**src/core/timer8_pkg.sv**
```systemverilog
package timer8_pkg;

    // ----------------------------------------------------------------
    // register map, byte addresses on the bus
    // ----------------------------------------------------------------
    localparam logic [7:0] OFF_CTL_A = 8'h30;
    localparam logic [7:0] OFF_CTL_B = 8'h34;
    localparam logic [7:0] OFF_COUNT = 8'h38;
    localparam logic [7:0] OFF_CMP_A = 8'h3C;
    localparam logic [7:0] OFF_CMP_B = 8'h40;
    localparam logic [7:0] OFF_FLAGS = 8'h44;
    localparam logic [7:0] OFF_PORT = 8'h48;

    // ----------------------------------------------------------------
    // reset values and writable-bit masks
    // ----------------------------------------------------------------
    localparam logic [7:0] CTL_A_RST = 8'h00;
    localparam logic [7:0] CTL_B_RST = 8'h00;
    localparam logic [7:0] CTL_A_WMASK = 8'hF3;
    localparam logic [7:0] CTL_B_WMASK = 8'h0F;
    localparam logic [7:0] BYTE_ZERO = 8'h00;

    // ----------------------------------------------------------------
    // field positions
    // ----------------------------------------------------------------
    localparam int F_ACT_A = 6;
    localparam int F_ACT_B = 4;
    localparam int F_MSB = 3;
    localparam int FLG_OVF = 0;
    localparam int FLG_A = 1;
    localparam int FLG_B = 2;
    localparam int PRT_DIR = 0;
    localparam int PRT_DAT = 2;

    // ----------------------------------------------------------------
    // counter limits and prescaler taps
    // ----------------------------------------------------------------
    localparam logic [7:0] COUNT_MAX = 8'hFF;
    localparam logic [7:0] COUNT_BOTTOM = 8'h00;
    localparam int DIV8_BITS = 3;
    localparam int DIV64_BITS = 6;
    localparam int DIV256_BITS = 8;
    localparam int DIV1024_BITS = 10;

    typedef enum logic [2:0] {
        MODE_NORMAL = 3'h0,
        MODE_PC_FF = 3'h1,
        MODE_CTC = 3'h2,
        MODE_FAST_FF = 3'h3,
        MODE_RSV4 = 3'h4,
        MODE_PC_CMP = 3'h5,
        MODE_RSV6 = 3'h6,
        MODE_FAST_CMP = 3'h7
    } wave_mode_e;

    typedef enum logic [1:0] {
        ACT_OFF = 2'h0,
        ACT_TOGGLE = 2'h1,
        ACT_CLEAR = 2'h2,
        ACT_SET = 2'h3
    } out_action_e;

    typedef enum logic [2:0] {
        SRC_STOP = 3'h0,
        SRC_DIV1 = 3'h1,
        SRC_DIV8 = 3'h2,
        SRC_DIV64 = 3'h3,
        SRC_DIV256 = 3'h4,
        SRC_DIV1024 = 3'h5,
        SRC_EXT_FALL = 3'h6,
        SRC_EXT_RISE = 3'h7
    } tick_src_e;

endpackage : timer8_pkg

```
**src/core/tick_prescaler.sv**
```systemverilog
`timescale 1ns/10ps
module tick_prescaler #(
    parameter int PRESC_W = 10
) (
    input wire logic mclk,
    input wire logic rst,
    input wire logic [2:0] tick_source_sel,
    input wire logic ext_tick_pin,
    output logic tick_enable
);

    // ----------------------------------------------------------------
    // elaboration check
    // ----------------------------------------------------------------
    if (PRESC_W < timer8_pkg::DIV1024_BITS) begin : g_chk
        $error("prescaler too narrow for the divide-by-1024 tap");
    end

    logic [PRESC_W-1:0] presc_reg;
    logic ext_prev_reg;
    logic tick_reg;
    logic tick_next;

    // taps fire once per full wrap of their low bits
    wire div8 = &presc_reg[timer8_pkg::DIV8_BITS-1:0];
    wire div64 = &presc_reg[timer8_pkg::DIV64_BITS-1:0];
    wire div256 = &presc_reg[timer8_pkg::DIV256_BITS-1:0];
    wire div1024 = &presc_reg[timer8_pkg::DIV1024_BITS-1:0];
    wire ext_fall = ext_prev_reg & ~ext_tick_pin;
    wire ext_rise = ~ext_prev_reg & ext_tick_pin;

    // source select, a stopped source never ticks
    always_comb begin
        unique case (timer8_pkg::tick_src_e'(tick_source_sel))
            timer8_pkg::SRC_STOP: tick_next = 1'b0;
            timer8_pkg::SRC_DIV1: tick_next = 1'b1;
            timer8_pkg::SRC_DIV8: tick_next = div8;
            timer8_pkg::SRC_DIV64: tick_next = div64;
            timer8_pkg::SRC_DIV256: tick_next = div256;
            timer8_pkg::SRC_DIV1024: tick_next = div1024;
            timer8_pkg::SRC_EXT_FALL: tick_next = ext_fall;
            timer8_pkg::SRC_EXT_RISE: tick_next = ext_rise;
        endcase
    end

    // prescaler runs free so switching taps keeps a steady phase
    always_ff @(posedge mclk or posedge rst) begin
        if (rst) begin
            presc_reg <= '0;
            ext_prev_reg <= 1'b0;
            tick_reg <= 1'b0;
        end else begin
            presc_reg <= presc_reg + 1'b1;
            ext_prev_reg <= ext_tick_pin;
            tick_reg <= tick_next;
        end
    end

    assign tick_enable = tick_reg;

endmodule : tick_prescaler

```
**src/core/timer8_waveform_mode_control.sv**
```systemverilog
// The Avalon-MM slave port was left to the implementer.
`timescale 1ns/10ps
module timer8_waveform_mode_control #(
    parameter int PRESC_W = 10
) (
    input wire logic mclk,
    input wire logic rst,
    input wire logic [7:0] address,
    input wire logic read,
    input wire logic write,
    input wire logic [31:0] writedata,
    input wire logic [3:0] byteenable,
    output logic [31:0] readdata,
    output logic waitrequest,
    input wire logic ext_tick_pin,
    input wire logic vec_ack_ovf,
    input wire logic vec_ack_a,
    input wire logic vec_ack_b,
    output logic overflow_flag,
    output logic match_flag_a,
    output logic match_flag_b,
    output logic wave_out_a,
    output logic wave_out_b,
    output logic pin_a_out,
    output logic pin_a_oe,
    output logic pin_b_out,
    output logic pin_b_oe
);

    // ----------------------------------------------------------------
    // registers and state
    // ----------------------------------------------------------------
    logic [7:0] ctl_a_reg;
    logic [7:0] ctl_b_reg;
    logic [7:0] count_reg;
    logic [7:0] count_next;
    logic down_reg;
    logic down_next;
    logic block_reg;
    logic [2:0] flags_reg;
    logic [2:0] flags_next;
    logic [3:0] port_reg;
    logic waitreq_reg;
    logic [31:0] readdata_reg;
    logic [7:0] cmp_buf_reg [2];
    logic [7:0] cmp_act_reg [2];
    logic [1:0] wave_reg;
    logic [1:0] wave_next;
    logic [1:0] pin_out_reg;
    logic [1:0] pin_oe_reg;
    logic [1:0] pin_own;
    logic [1:0] hit;
    logic [1:0] act_f [2];
    logic tick;

    tick_prescaler #(.PRESC_W(PRESC_W)) u_presc (
        .mclk(mclk),
        .rst(rst),
        .tick_source_sel(ctl_b_reg[2:0]),
        .ext_tick_pin(ext_tick_pin),
        .tick_enable(tick)
    );

    // ----------------------------------------------------------------
    // mode decode
    // ----------------------------------------------------------------
    wire [2:0] wave_mode_sel = {ctl_b_reg[timer8_pkg::F_MSB], ctl_a_reg[1:0]};
    wire wave_mode_msb = wave_mode_sel[2];
    wire is_fast = wave_mode_sel == timer8_pkg::MODE_FAST_FF
        || wave_mode_sel == timer8_pkg::MODE_FAST_CMP;
    wire is_pc = wave_mode_sel == timer8_pkg::MODE_PC_FF
        || wave_mode_sel == timer8_pkg::MODE_PC_CMP;
    wire is_ctc = wave_mode_sel == timer8_pkg::MODE_CTC;
    wire is_nonpwm = is_ctc || wave_mode_sel == timer8_pkg::MODE_NORMAL;
    // top from compare A in modes 2, 5 and 7
    wire top_cmp = is_ctc || wave_mode_sel == timer8_pkg::MODE_PC_CMP
        || wave_mode_sel == timer8_pkg::MODE_FAST_CMP;
    wire [7:0] top_val = top_cmp ? cmp_act_reg[0] : timer8_pkg::COUNT_MAX;
    wire at_top = count_reg == top_val;
    wire at_bottom = count_reg == timer8_pkg::COUNT_BOTTOM;
    wire wrap = tick && at_top && (is_fast || is_ctc);
    wire pc_top = tick && is_pc && at_top && !down_reg;

    // ----------------------------------------------------------------
    // counter sequence, single or dual slope
    // ----------------------------------------------------------------
    assign down_next = is_pc && (down_reg ? !at_bottom : at_top);
    // reserved modes 4 and 6 simply count like normal mode
    assign count_next = is_pc
        ? ((down_reg ? at_bottom : !at_top) ? count_reg + 8'h01 : count_reg - 8'h01)
        : (wrap ? timer8_pkg::COUNT_BOTTOM : count_reg + 8'h01);

    // overflow moment per mode
    wire ovf_set = tick && (is_pc ? at_bottom
        : wave_mode_sel == timer8_pkg::MODE_FAST_CMP ? at_top
        : count_reg == timer8_pkg::COUNT_MAX);

    // compare buffers take effect at top, bottom or at once
    wire cmp_load = is_fast ? wrap : is_pc ? pc_top : 1'b1;

    // ----------------------------------------------------------------
    // bus decode
    // ----------------------------------------------------------------
    wire bus_req = read || write;
    wire bus_done = bus_req && !waitreq_reg;
    wire do_wr = write && !waitreq_reg && byteenable[0];
    wire [7:0] wbyte = writedata[7:0];
    wire wr_ctl_a = do_wr && address == timer8_pkg::OFF_CTL_A;
    wire wr_ctl_b = do_wr && address == timer8_pkg::OFF_CTL_B;
    wire wr_count = do_wr && address == timer8_pkg::OFF_COUNT;
    wire wr_flags = do_wr && address == timer8_pkg::OFF_FLAGS;
    wire wr_port = do_wr && address == timer8_pkg::OFF_PORT;
    wire [1:0] wr_cmp = {do_wr && address == timer8_pkg::OFF_CMP_B,
        do_wr && address == timer8_pkg::OFF_CMP_A};
    // unmapped addresses read zero and ignore writes
    wire [7:0] rd_byte =
        address == timer8_pkg::OFF_CTL_A ? ctl_a_reg & timer8_pkg::CTL_A_WMASK
        : address == timer8_pkg::OFF_CTL_B ? ctl_b_reg & timer8_pkg::CTL_B_WMASK
        : address == timer8_pkg::OFF_COUNT ? count_reg
        : address == timer8_pkg::OFF_CMP_A ? cmp_buf_reg[0]
        : address == timer8_pkg::OFF_CMP_B ? cmp_buf_reg[1]
        : address == timer8_pkg::OFF_FLAGS ? {5'h00, flags_reg}
        : address == timer8_pkg::OFF_PORT ? {4'h0, port_reg}
        : timer8_pkg::BYTE_ZERO;

    // flags: hardware set wins over any clear in the same cycle
    wire [2:0] flag_set = {hit[1], hit[0], ovf_set};
    wire [2:0] flag_clr = {vec_ack_b, vec_ack_a, vec_ack_ovf}
        | (wr_flags ? wbyte[2:0] : 3'h0);
    assign flags_next = (flags_reg & ~flag_clr) | flag_set;

    // ----------------------------------------------------------------
    // waveform action per channel
    // ----------------------------------------------------------------
    function automatic logic wave_step(input logic [1:0] act, input logic cur,
            input logic hit_q, input logic cmp_top, input logic toggle_ok);
        logic v;
        v = cur;
        if (is_nonpwm) begin
            if (hit_q && act != timer8_pkg::ACT_OFF) begin
                v = act == timer8_pkg::ACT_TOGGLE ? !cur : act[0];
            end
        end else if (is_fast || is_pc) begin
            if (act == timer8_pkg::ACT_TOGGLE) begin
                // B has no toggle here, the code is reserved
                if (hit_q && toggle_ok && wave_mode_msb) begin
                    v = !cur;
                end
            end else if (act[1]) begin
                if (is_fast) begin
                    if (hit_q && !cmp_top) begin
                        v = act[0];
                    end
                    if (wrap) begin
                        v = !act[0];
                    end
                end else if (cmp_top) begin
                    if (pc_top) begin
                        v = !act[0];
                    end
                end else if (hit_q) begin
                    v = down_reg ? !act[0] : act[0];
                end
            end
        end
        return v;
    endfunction : wave_step

    assign act_f[0] = ctl_a_reg[timer8_pkg::F_ACT_A +: 2];
    assign act_f[1] = ctl_a_reg[timer8_pkg::F_ACT_B +: 2];

    for (genvar ch = 0; ch < 2; ch++) begin : g_ch
        // a count write suppresses the match on the following tick
        assign hit[ch] = tick && !block_reg && count_reg == cmp_act_reg[ch];
        // a process, not an assign, so that mode and edge signals read inside the
        // function also wake the step, not just its arguments
        always_comb begin
            wave_next[ch] = wave_step(act_f[ch], wave_reg[ch], hit[ch],
                cmp_act_reg[ch] == top_val, ch == 0);
        end
        // pwm code 01 keeps the port pin unless channel A may toggle
        assign pin_own[ch] = act_f[ch] != timer8_pkg::ACT_OFF
            && !(act_f[ch] == timer8_pkg::ACT_TOGGLE && (is_fast || is_pc)
            && !(ch == 0 && wave_mode_msb));

        always_ff @(posedge mclk or posedge rst) begin
            if (rst) begin
                cmp_buf_reg[ch] <= timer8_pkg::BYTE_ZERO;
                cmp_act_reg[ch] <= timer8_pkg::BYTE_ZERO;
                wave_reg[ch] <= 1'b0;
                pin_out_reg[ch] <= 1'b0;
                pin_oe_reg[ch] <= 1'b0;
            end else begin
                if (wr_cmp[ch]) begin
                    cmp_buf_reg[ch] <= wbyte;
                end
                if (cmp_load) begin
                    cmp_act_reg[ch] <= cmp_buf_reg[ch];
                end
                wave_reg[ch] <= wave_next[ch];
                // waveform takes the pin when its action is nonzero, save pwm code 01 unless channel A may toggle
                pin_out_reg[ch] <= pin_own[ch]
                    ? wave_next[ch] : port_reg[timer8_pkg::PRT_DAT + ch];
                pin_oe_reg[ch] <= port_reg[timer8_pkg::PRT_DIR + ch];
            end
        end
    end

    // ----------------------------------------------------------------
    // control, counter and bus registers
    // ----------------------------------------------------------------
    always_ff @(posedge mclk or posedge rst) begin
        if (rst) begin
            ctl_a_reg <= timer8_pkg::CTL_A_RST;
            ctl_b_reg <= timer8_pkg::CTL_B_RST;
            port_reg <= 4'h0;
            flags_reg <= 3'h0;
            count_reg <= timer8_pkg::COUNT_BOTTOM;
            down_reg <= 1'b0;
            block_reg <= 1'b0;
        end else begin
            if (wr_ctl_a) begin
                ctl_a_reg <= wbyte & timer8_pkg::CTL_A_WMASK;
            end
            if (wr_ctl_b) begin
                ctl_b_reg <= wbyte & timer8_pkg::CTL_B_WMASK;
            end
            if (wr_port) begin
                port_reg <= wbyte[3:0];
            end
            flags_reg <= flags_next;
            // counter moves only on enabled edges, software write wins
            if (wr_count) begin
                count_reg <= wbyte;
                down_reg <= down_reg;
                block_reg <= 1'b1;
            end else if (tick) begin
                count_reg <= count_next;
                down_reg <= down_next;
                block_reg <= 1'b0;
            end
        end
    end

    // one wait state per access, answer in the second cycle
    always_ff @(posedge mclk or posedge rst) begin
        if (rst) begin
            waitreq_reg <= 1'b1;
            readdata_reg <= 32'h0000_0000;
        end else begin
            waitreq_reg <= !(bus_req && waitreq_reg);
            if (read && waitreq_reg) begin
                readdata_reg <= {24'h00_0000, rd_byte};
            end
        end
    end

    assign readdata = readdata_reg;
    assign waitrequest = waitreq_reg;
    assign overflow_flag = flags_reg[timer8_pkg::FLG_OVF];
    assign match_flag_a = flags_reg[timer8_pkg::FLG_A];
    assign match_flag_b = flags_reg[timer8_pkg::FLG_B];
    assign wave_out_a = wave_reg[0];
    assign wave_out_b = wave_reg[1];
    assign pin_a_out = pin_out_reg[0];
    assign pin_a_oe = pin_oe_reg[0];
    assign pin_b_out = pin_out_reg[1];
    assign pin_b_oe = pin_oe_reg[1];
endmodule : timer8_waveform_mode_control

```
**config.mk**
```make
export PLATFORM = sky130hd
export DESIGN_NAME = timer8_waveform_mode_control
export DESIGN_NICKNAME = d
export VERILOG_FILES = /design/src/core/timer8_pkg.sv /design/src/core/tick_prescaler.sv /design/src/core/timer8_waveform_mode_control.sv
export SDC_FILE = /design/constraint.sdc
export NUM_CORES = 1
export LEC_CHECK = 0
export BUFFER_PORTS_ARGS = -buffer_cell sky130_fd_sc_hd__clkbuf_2
export CORE_UTILIZATION = 40
export CTS_CLUSTER_SIZE = 40
export DETAILED_ROUTE_END_ITERATION = 7
export HOLD_SLACK_MARGIN = 0.06
export PLACE_DENSITY_LB_ADDON = 0.08
export SYNTH_ARGS = -nofsm -noshare
export SYNTH_HDL_FRONTEND = slang
export SYNTH_SLANG_ARGS = --single-unit
```
**constraint.sdc**
```tcl
create_clock -name mclk -period 2.78 [get_ports mclk]
set_clock_uncertainty 0.15 [all_clocks]
set_input_delay 0.556 -clock mclk [delete_from_list [all_inputs] [get_ports mclk]]
set_output_delay 0.556 -clock mclk [all_outputs]
set_load 0.05 [all_outputs]
```
==> qor.yml, run 1 <==
setup_path:
  critical_path.reg2reg.startpoint: "ctl_b_reg[3]$_DFFE_PP0P_"
  crit_fanout: 7
  worst-setup-path-type: "flip-flop to flip-flop"
  startpoint: "ctl_b_reg[3]$_DFFE_PP0P_"
  critPathLaunchType: "flip-flop"
  crit_path_end_kind: "flip-flop"
  worstPathArrival_ns: 3.02
  critPathRequiredTime_ns: 2.91
synthesis:
  synth_cell_types: 71
  synth_compound_area_frac: 0.1644
  ys_seq_elements: 86
  synth_top_family_by_area: "simple AND/OR/NAND/NOR gates"
  synthAdderAreaFrac: 0.01150
  synth-seq-area-share: 0.3958
  synth_edf_count: 0
  syn-cell-area_um2: 5440
  yosys_warnings: 0
  syn_area_per_cell_um2: 9.331
  syn_inst: 583
  synth-xor-area-share: 0.04669
  synth_simple_gate_area_share: 0.1831
  synth_mux_area_frac: 0.1152
  synthArstFlopShare: 1.000
  synth_ff_type: "dfrtp_1"
min_path:
  hold_path.class: "primary input to flip-flop"
  worstHoldStart: "ext_tick_pin"
die:
  coreArea_um2: 13240
  initial_core_util: 0.4108
  num_rows: 42
  die_h_um: 118.6
  die_area_um2: 14070
  boundaryPins: 94
  die_w_um: 118.6
timing:
  hold_ws_ns: 0.2001
  setup_viol: 6
  layout_min_cycle_time_ns: 2.888
  setup_ws_ns: -0.1082
  max_freq_ghz: 0.3462
  rsz0062_at_grt: "true"
  hold_viol: 0
  tns_ns: -0.3396
  slew_viol_final: 0
  relSlewSlack: 0.6480
  layout_worst_path_cycle_share: 1.039
  worst_slew_pin_slew_ns: 0.5232
clock_network:
  root_buffer: "clkbuf_16"
  htree_levels: 3
  clk_pin_slew_ns: 0.07
  cts_made_buffers: 9
  clk_latency_ns: 0.34
  cts_tree: "built"
  cts_buffer_depth: 2
  clock-sinks: 86
global_route:
  grt_start_max_net_pins: 38
  track_usage: 0.2574
  antenna_found_initial: 0
  grt_overflow_total: 0
  grt_pass1_vias: 4824
  grt_pass1_wl_mm: 27.46
cells_and_area:
  n_antenna_cell: 0
  area_delta_synth_final_pct: 26.93
  drive_gt1_frac: 0.3538
  fin_nets: 736
status:
  status: "finished, violations left"
  violations: "negative setup slack"
detailed_routing:
  wl_met3_mm: 1.004
  drc_errors: 0
  final_antenna_net_count: 0
  drt-met1-wl_mm: 8.147
  post_drt_wl_per_cell_um: 20.65
  wl_mm: 17.76
  first_pass_iters: 6
  met2_length_mm: 8.130
  drt_iter0_drc: 456
  maxUsedRoutingLayer: "met4"
  num_vias: 4950
  via_per_inst: 5.756
pwr:
  power.leakage_nw: 3.104
  vdd_drop_max_mv: 0.3196
  report.power.total_w: 0.003447
  power_density_nw_per_um2: 499.1
placed_design:
  place_hpwl_mm: 12.91
  gp_congestion: 0.8862
  io_buffers: 42
flow_run:
  drv_cap: 0
[Yosys cell counts (all sizes together) (3+ instances only)]
cell    number  share of area
clkbuf      19          0.013
inv         19          0.013
nand2b       3         0.0035
o21ai       33          0.030
mux2i        6          0.011
nor4b        5         0.0080
and3         5         0.0057
o22ai        6         0.0080
nor4        13          0.015
o211ai       4         0.0055
nor2        36          0.025
nand3b       6         0.0083
a221oi       5         0.0080
and2         3         0.0039
nand2       62          0.043
nand3       20          0.018
a31oi        4         0.0046
buf         42          0.056
nand4        7         0.0080
a41oi        3         0.0048
or4          3         0.0041
mux2        49           0.10
a211oi      13          0.019
nor4bb       3         0.0055
dfrtp       85           0.39
xor2        17          0.027
a21boi       3         0.0041
a21o         3         0.0041
xnor2       12          0.019
nor3        17          0.016
o21a         3         0.0041
ha           5          0.011
a21oi       26          0.024
a22oi        7         0.0097
[report_power, final]
group          internal (W)  leakage [nW]  switching, W
registers           0.00130          1.13     0.0000542
logic              0.000303          1.83      0.000549
clock network      0.000727         0.143      0.000511
total               0.00233          3.10       0.00111
[metal layers]
layer	track usage	vias up
met5	0	-
met4	0.1005	0
met3	0.04730	33
met2	0.3933	205
met1	0.3595	2437
li1	-	2275
[metrics by stage]
stage,std cells,setup slack (ns),cell area [um2],utilization
after detailed placement,839,-0.3216,6210,0.4689
after floorplan,606,0.02578,5537,-
final,860,-0.1082,6905,0.5214
after global routing,860,-0.1883,6905,0.5214
after global placement,839,-0.2523,6210,0.4689
after CTS,856,-0.002316,6675,0.5041
[final timing paths]
check                                                 end  cells after the start  slack (ns)
min in group asynchronous      cmp_act_reg[0]$_DFFE_PP0P_                      3        0.60
max                              count_reg[5]$_DFFE_PP0P_                      9       -0.11
max in group asynchronous        ctl_a_reg[0]$_DFFE_PP0P_                      4        1.27
min reg2reg                            pin_a_oe$_DFF_PP0_                      0        0.27
max reg2reg                      count_reg[5]$_DFFE_PP0P_                      9       -0.11
min                        u_presc.ext_prev_reg$_DFF_PP0_                      1        0.20
[worst max-delay path, cell delays in order (launching register included)]
cell and delay [ns]:
dfrtp_2 0.49, or3b_4 0.51, a211oi_2 0.24, nor4_2 0.09
and4_4 0.22, buf_6 0.13, o211a_4 0.25, mux2i_2 0.16
or4b_1 0.50, nand3_1 0.08
[area by class of cell]
class / instances / area, um2
multi-input combinational: 440 / 3244
fill: 1268 / 6337
timing repair buffer: 123 / 905.9
inverter: 19 / 75.07
clock buffer: 12 / 246.5
sequential: 86 / 2158
tap: 176 / 220.2
clock inverter: 4 / 55.05
[cells by family after synthesis]
kind of cell / count (synthesis)
simple gates: 196
compound gates: 131
flops: 86
buf+inv: 80
mux: 55
xor+xnor: 29
fa+ha+maj: 5
other cells: 1
[placed cells by master (no fill, tap or decap), drive strengths merged, types with 3 or more instances in the layout]
cell / count
nor4: 13
nand2b: 3
nor4b: 5
and2: 3
a221oi: 5
xor2: 17
nand3: 20
ha: 5
or4: 3
buf: 79
o21a: 3
mux2i: 6
o211ai: 4
o21ai: 33
nor4bb: 3
inv: 19
a21o: 3
conb: 24
dfrtp: 85
nand3b: 6
a21oi: 26
a21boi: 3
a22oi: 7
a211oi: 13
clkbuf: 55
xnor2: 12
a31oi: 4
and3: 5
nor2: 36
nand4: 7
mux2: 49
o22ai: 6
a41oi: 3
nor3: 17
nand2: 62
[what timing repair did]
item | 4_1_cts | 5_1_grt
buffers inserted | 0 | 3
endpoints found under the hold margin | 13 | 0
hold buffers | 1 | 0
setup endpoints to repair | 28 | 27
pin swaps | 14 | 25
gates cloned | 0 | 1
resized for setup | 36 | 38
No activity file was read; power rests on OpenSTA's default activity.
==> run 2: changes to the inputs <==
==> constraint.sdc (replaced) <==
create_clock -name mclk -period 2.78 [get_ports mclk]
set_clock_uncertainty 0.15 [all_clocks]
set_input_delay 0.417 -clock mclk [delete_from_list [all_inputs] [get_ports mclk]]
set_output_delay 0.417 -clock mclk [all_outputs]
set_load 0.05 [all_outputs]
==> qor.yml, run 2 (same netlist as run 1, synthesis figures left out) <==
detailed_routing:
  post_drt_wl_per_cell_um: 20.54  # -0.54%
  wl_mm: 17.65  # -0.65%
  drt_iter0_drc: 378  # -17%
  met2_length_mm: 7.843  # -3.5%
  first_pass_iters: 5  # -1
  via_per_inst: 5.669  # -1.5%
  maxUsedRoutingLayer: "met4"
  drc_errors: 0  # unchanged
  drt-met1-wl_mm: 8.330  # +2.2%
  wl_met3_mm: 1.049  # +4.5%
  final_antenna_net_count: 0  # unchanged
  num_vias: 4870  # -1.6%
cells_and_area:
  fin_area_um2: 6880  # -0.36%
  fin_nets: 735  # -0.14%
  final_common_cell: "dfrtp_1"
  n_antenna_cell: 0  # unchanged
  drive_gt1_frac: 0.3543  # +0.0005180
  layout_common_cells: "dfrtp_1 (81), buf_4 (68), nand2_1 (60), clkbuf_2 (42), mux2_2 (35)"
  area_delta_synth_final_pct: 26.47
timing:
  layout_min_cycle_time_ns: 2.827  # -0.06075 ns
  setup_viol: 3  # -3
  layout_worst_path_cycle_share: 1.017  # -0.02185
  hold_viol: 0  # unchanged
  setup_ws_ns: -0.04750  # +0.06075 ns
  worst_slew_pin_slew_ns: 0.5401  # +0.01686 ns
  relSlewSlack: 0.6366  # -0.01134
  slew_viol_final: 0  # unchanged
  rsz0062_at_grt: "true"
  max_freq_ghz: 0.3537  # +2.1%
clock_network:
  cts_made_buffers: 9  # unchanged
  cts_buffer_depth: 2  # unchanged
  clk_latency_ns: 0.35  # about the same
  htree_levels: 3  # unchanged
  root_buffer: "clkbuf_16"
  clock-sinks: 86  # unchanged
  clk_pin_slew_ns: 0.07  # about the same
  cts_tree: "built"
pwr:
  power.leakage_nw: 3.101  # -0.10%
  report.power.total_w: 0.003462  # +0.45%
  vdd_drop_max_mv: 0.4178  # +31%
  power_density_nw_per_um2: 503.2  # +0.82%
placed_design:
  gp_congestion: 0.8798  # -0.72%
  place_hpwl_mm: 12.66  # -1.9%
  io_buffers: 42  # unchanged
  postPlaceCellArea_um2: 6146  # -1.0%
die:
  die_area_um2: 14070  # unchanged
  initial_core_util: 0.4108  # unchanged
  die_w_um: 118.6  # unchanged
  coreArea_um2: 13240  # unchanged
  num_rows: 42  # unchanged
  boundaryPins: 94  # unchanged
  die_h_um: 118.6  # unchanged
global_route:
  track_usage: 0.2595  # +0.002127
  grt_pass1_wl_mm: 27.57  # +0.40%
  antenna_found_initial: 0  # unchanged
  grt_overflow_total: 0  # unchanged
  grt_start_max_net_pins: 87  # +130%
  grt_pass1_vias: 4811  # -0.27%
flow_run:
  drv_cap: 0  # unchanged
setup_path:
  critPathLaunchType: "flip-flop"
  crit_path_end_kind: "flip-flop"
  worstPathArrival_ns: 2.96  # -0.06 ns
  critPathRequiredTime_ns: 2.92  # about the same
  worst-setup-path-type: "flip-flop to flip-flop"
  crit_fanout: 7  # unchanged
status:
  violations: "negative setup slack"
  status: "finished, violations left"
min_path:
  hold_path.class: "primary input to async pin"
==> run 2: cell count changes in the layout (fill, tap and decap cells not counted), sizes merged <==
cell / previous run / this run
clkbuf: 55 / 53
inv: 19 / 21
buf: 79 / 77
clkinv: 1 / 2
==> run 2: final timing paths <==
| check | depth (start not counted) | end | start | slack, ns |
|---|---|---|---|---|
| min reg2reg | 0 | pin_a_oe$_DFF_PP0_ | port_reg[0]$_DFFE_PP0P_ | 0.29 |
| min | 3 | cmp_act_reg[15]$_DFFE_PP0P_ | rst | 0.04 |
| min in group mclk | 2 | waitrequest$_DFF_PP1_ | read | 0.07 |
| max in group asynchronous | 3 | ctl_a_reg[1]$_DFFE_PP0P_ | rst | 2.06 |
| max reg2reg | 9 | count_reg[5]$_DFFE_PP0P_ | ctl_b_reg[3]$_DFFE_PP0P_ | -0.05 |
| max | 9 | count_reg[5]$_DFFE_PP0P_ | ctl_b_reg[3]$_DFFE_PP0P_ | -0.05 |
==> run 2: power breakdown <==
part	switching, W	leakage [nW]	internal, W
sequential	0.0000585	1.13	0.00130
clock	0.000544	0.147	0.000706
combinational	0.000549	1.82	0.000302
total	0.00115	3.10	0.00231
==> run 2: what timing repair did <==
item,in CTS,in global routing
setup buffers,4,2
hold buffers,1,0
endpoints found under the hold margin,1,0
pin swaps,20,21
gates cloned,0,3
gates resized for setup,34,37
setup endpoints to repair,30,24
==> run 2: worst max-delay path, cell delays in order, from the launching register on <==
cell and delay [ns]:
dfrtp_2 0.47, or3b_4 0.51, a211oi_4 0.26, nor4_2 0.09, and4_4 0.23, buf_6 0.13
o211a_4 0.24, mux2i_1 0.13, or4b_1 0.46, nand3_1 0.08
==> run 2: layout make-up <==
type / instances / area (um2)
flip-flops and latches: 86 / 2158
clock buffers: 9 / 225.2
multi-input cells: 440 / 3224
clock inverters: 7 / 77.57
well taps: 176 / 220.2
repair buffers: 122 / 899.6
fillers: 1276 / 6362
inverters: 19 / 75.07
==> run 2: layer usage <==
layer,GRT usage,vias to the layer above
li1,-,2278
met1,0.3704,2384
met2,0.3940,180
met3,0.04826,28
met4,0.08465,0
met5,0,-
==> run 2: through the flow <==
stage	worst slack [ns]	std cells	TNS, ns	hold slack (ns)	utilization
final	-0.04750	859	-0.1187	0.03996	0.5196
after floorplan	0.01223	606	0	0.2186	-
after CTS	-0.05999	854	-0.2745	0.06531	0.5000
after global routing	-0.1486	859	-1.261	0.07230	0.5196
after global placement	-0.3811	833	-5.663	0.2817	0.4641
after detailed placement	-0.4133	833	-6.184	0.2789	0.4641
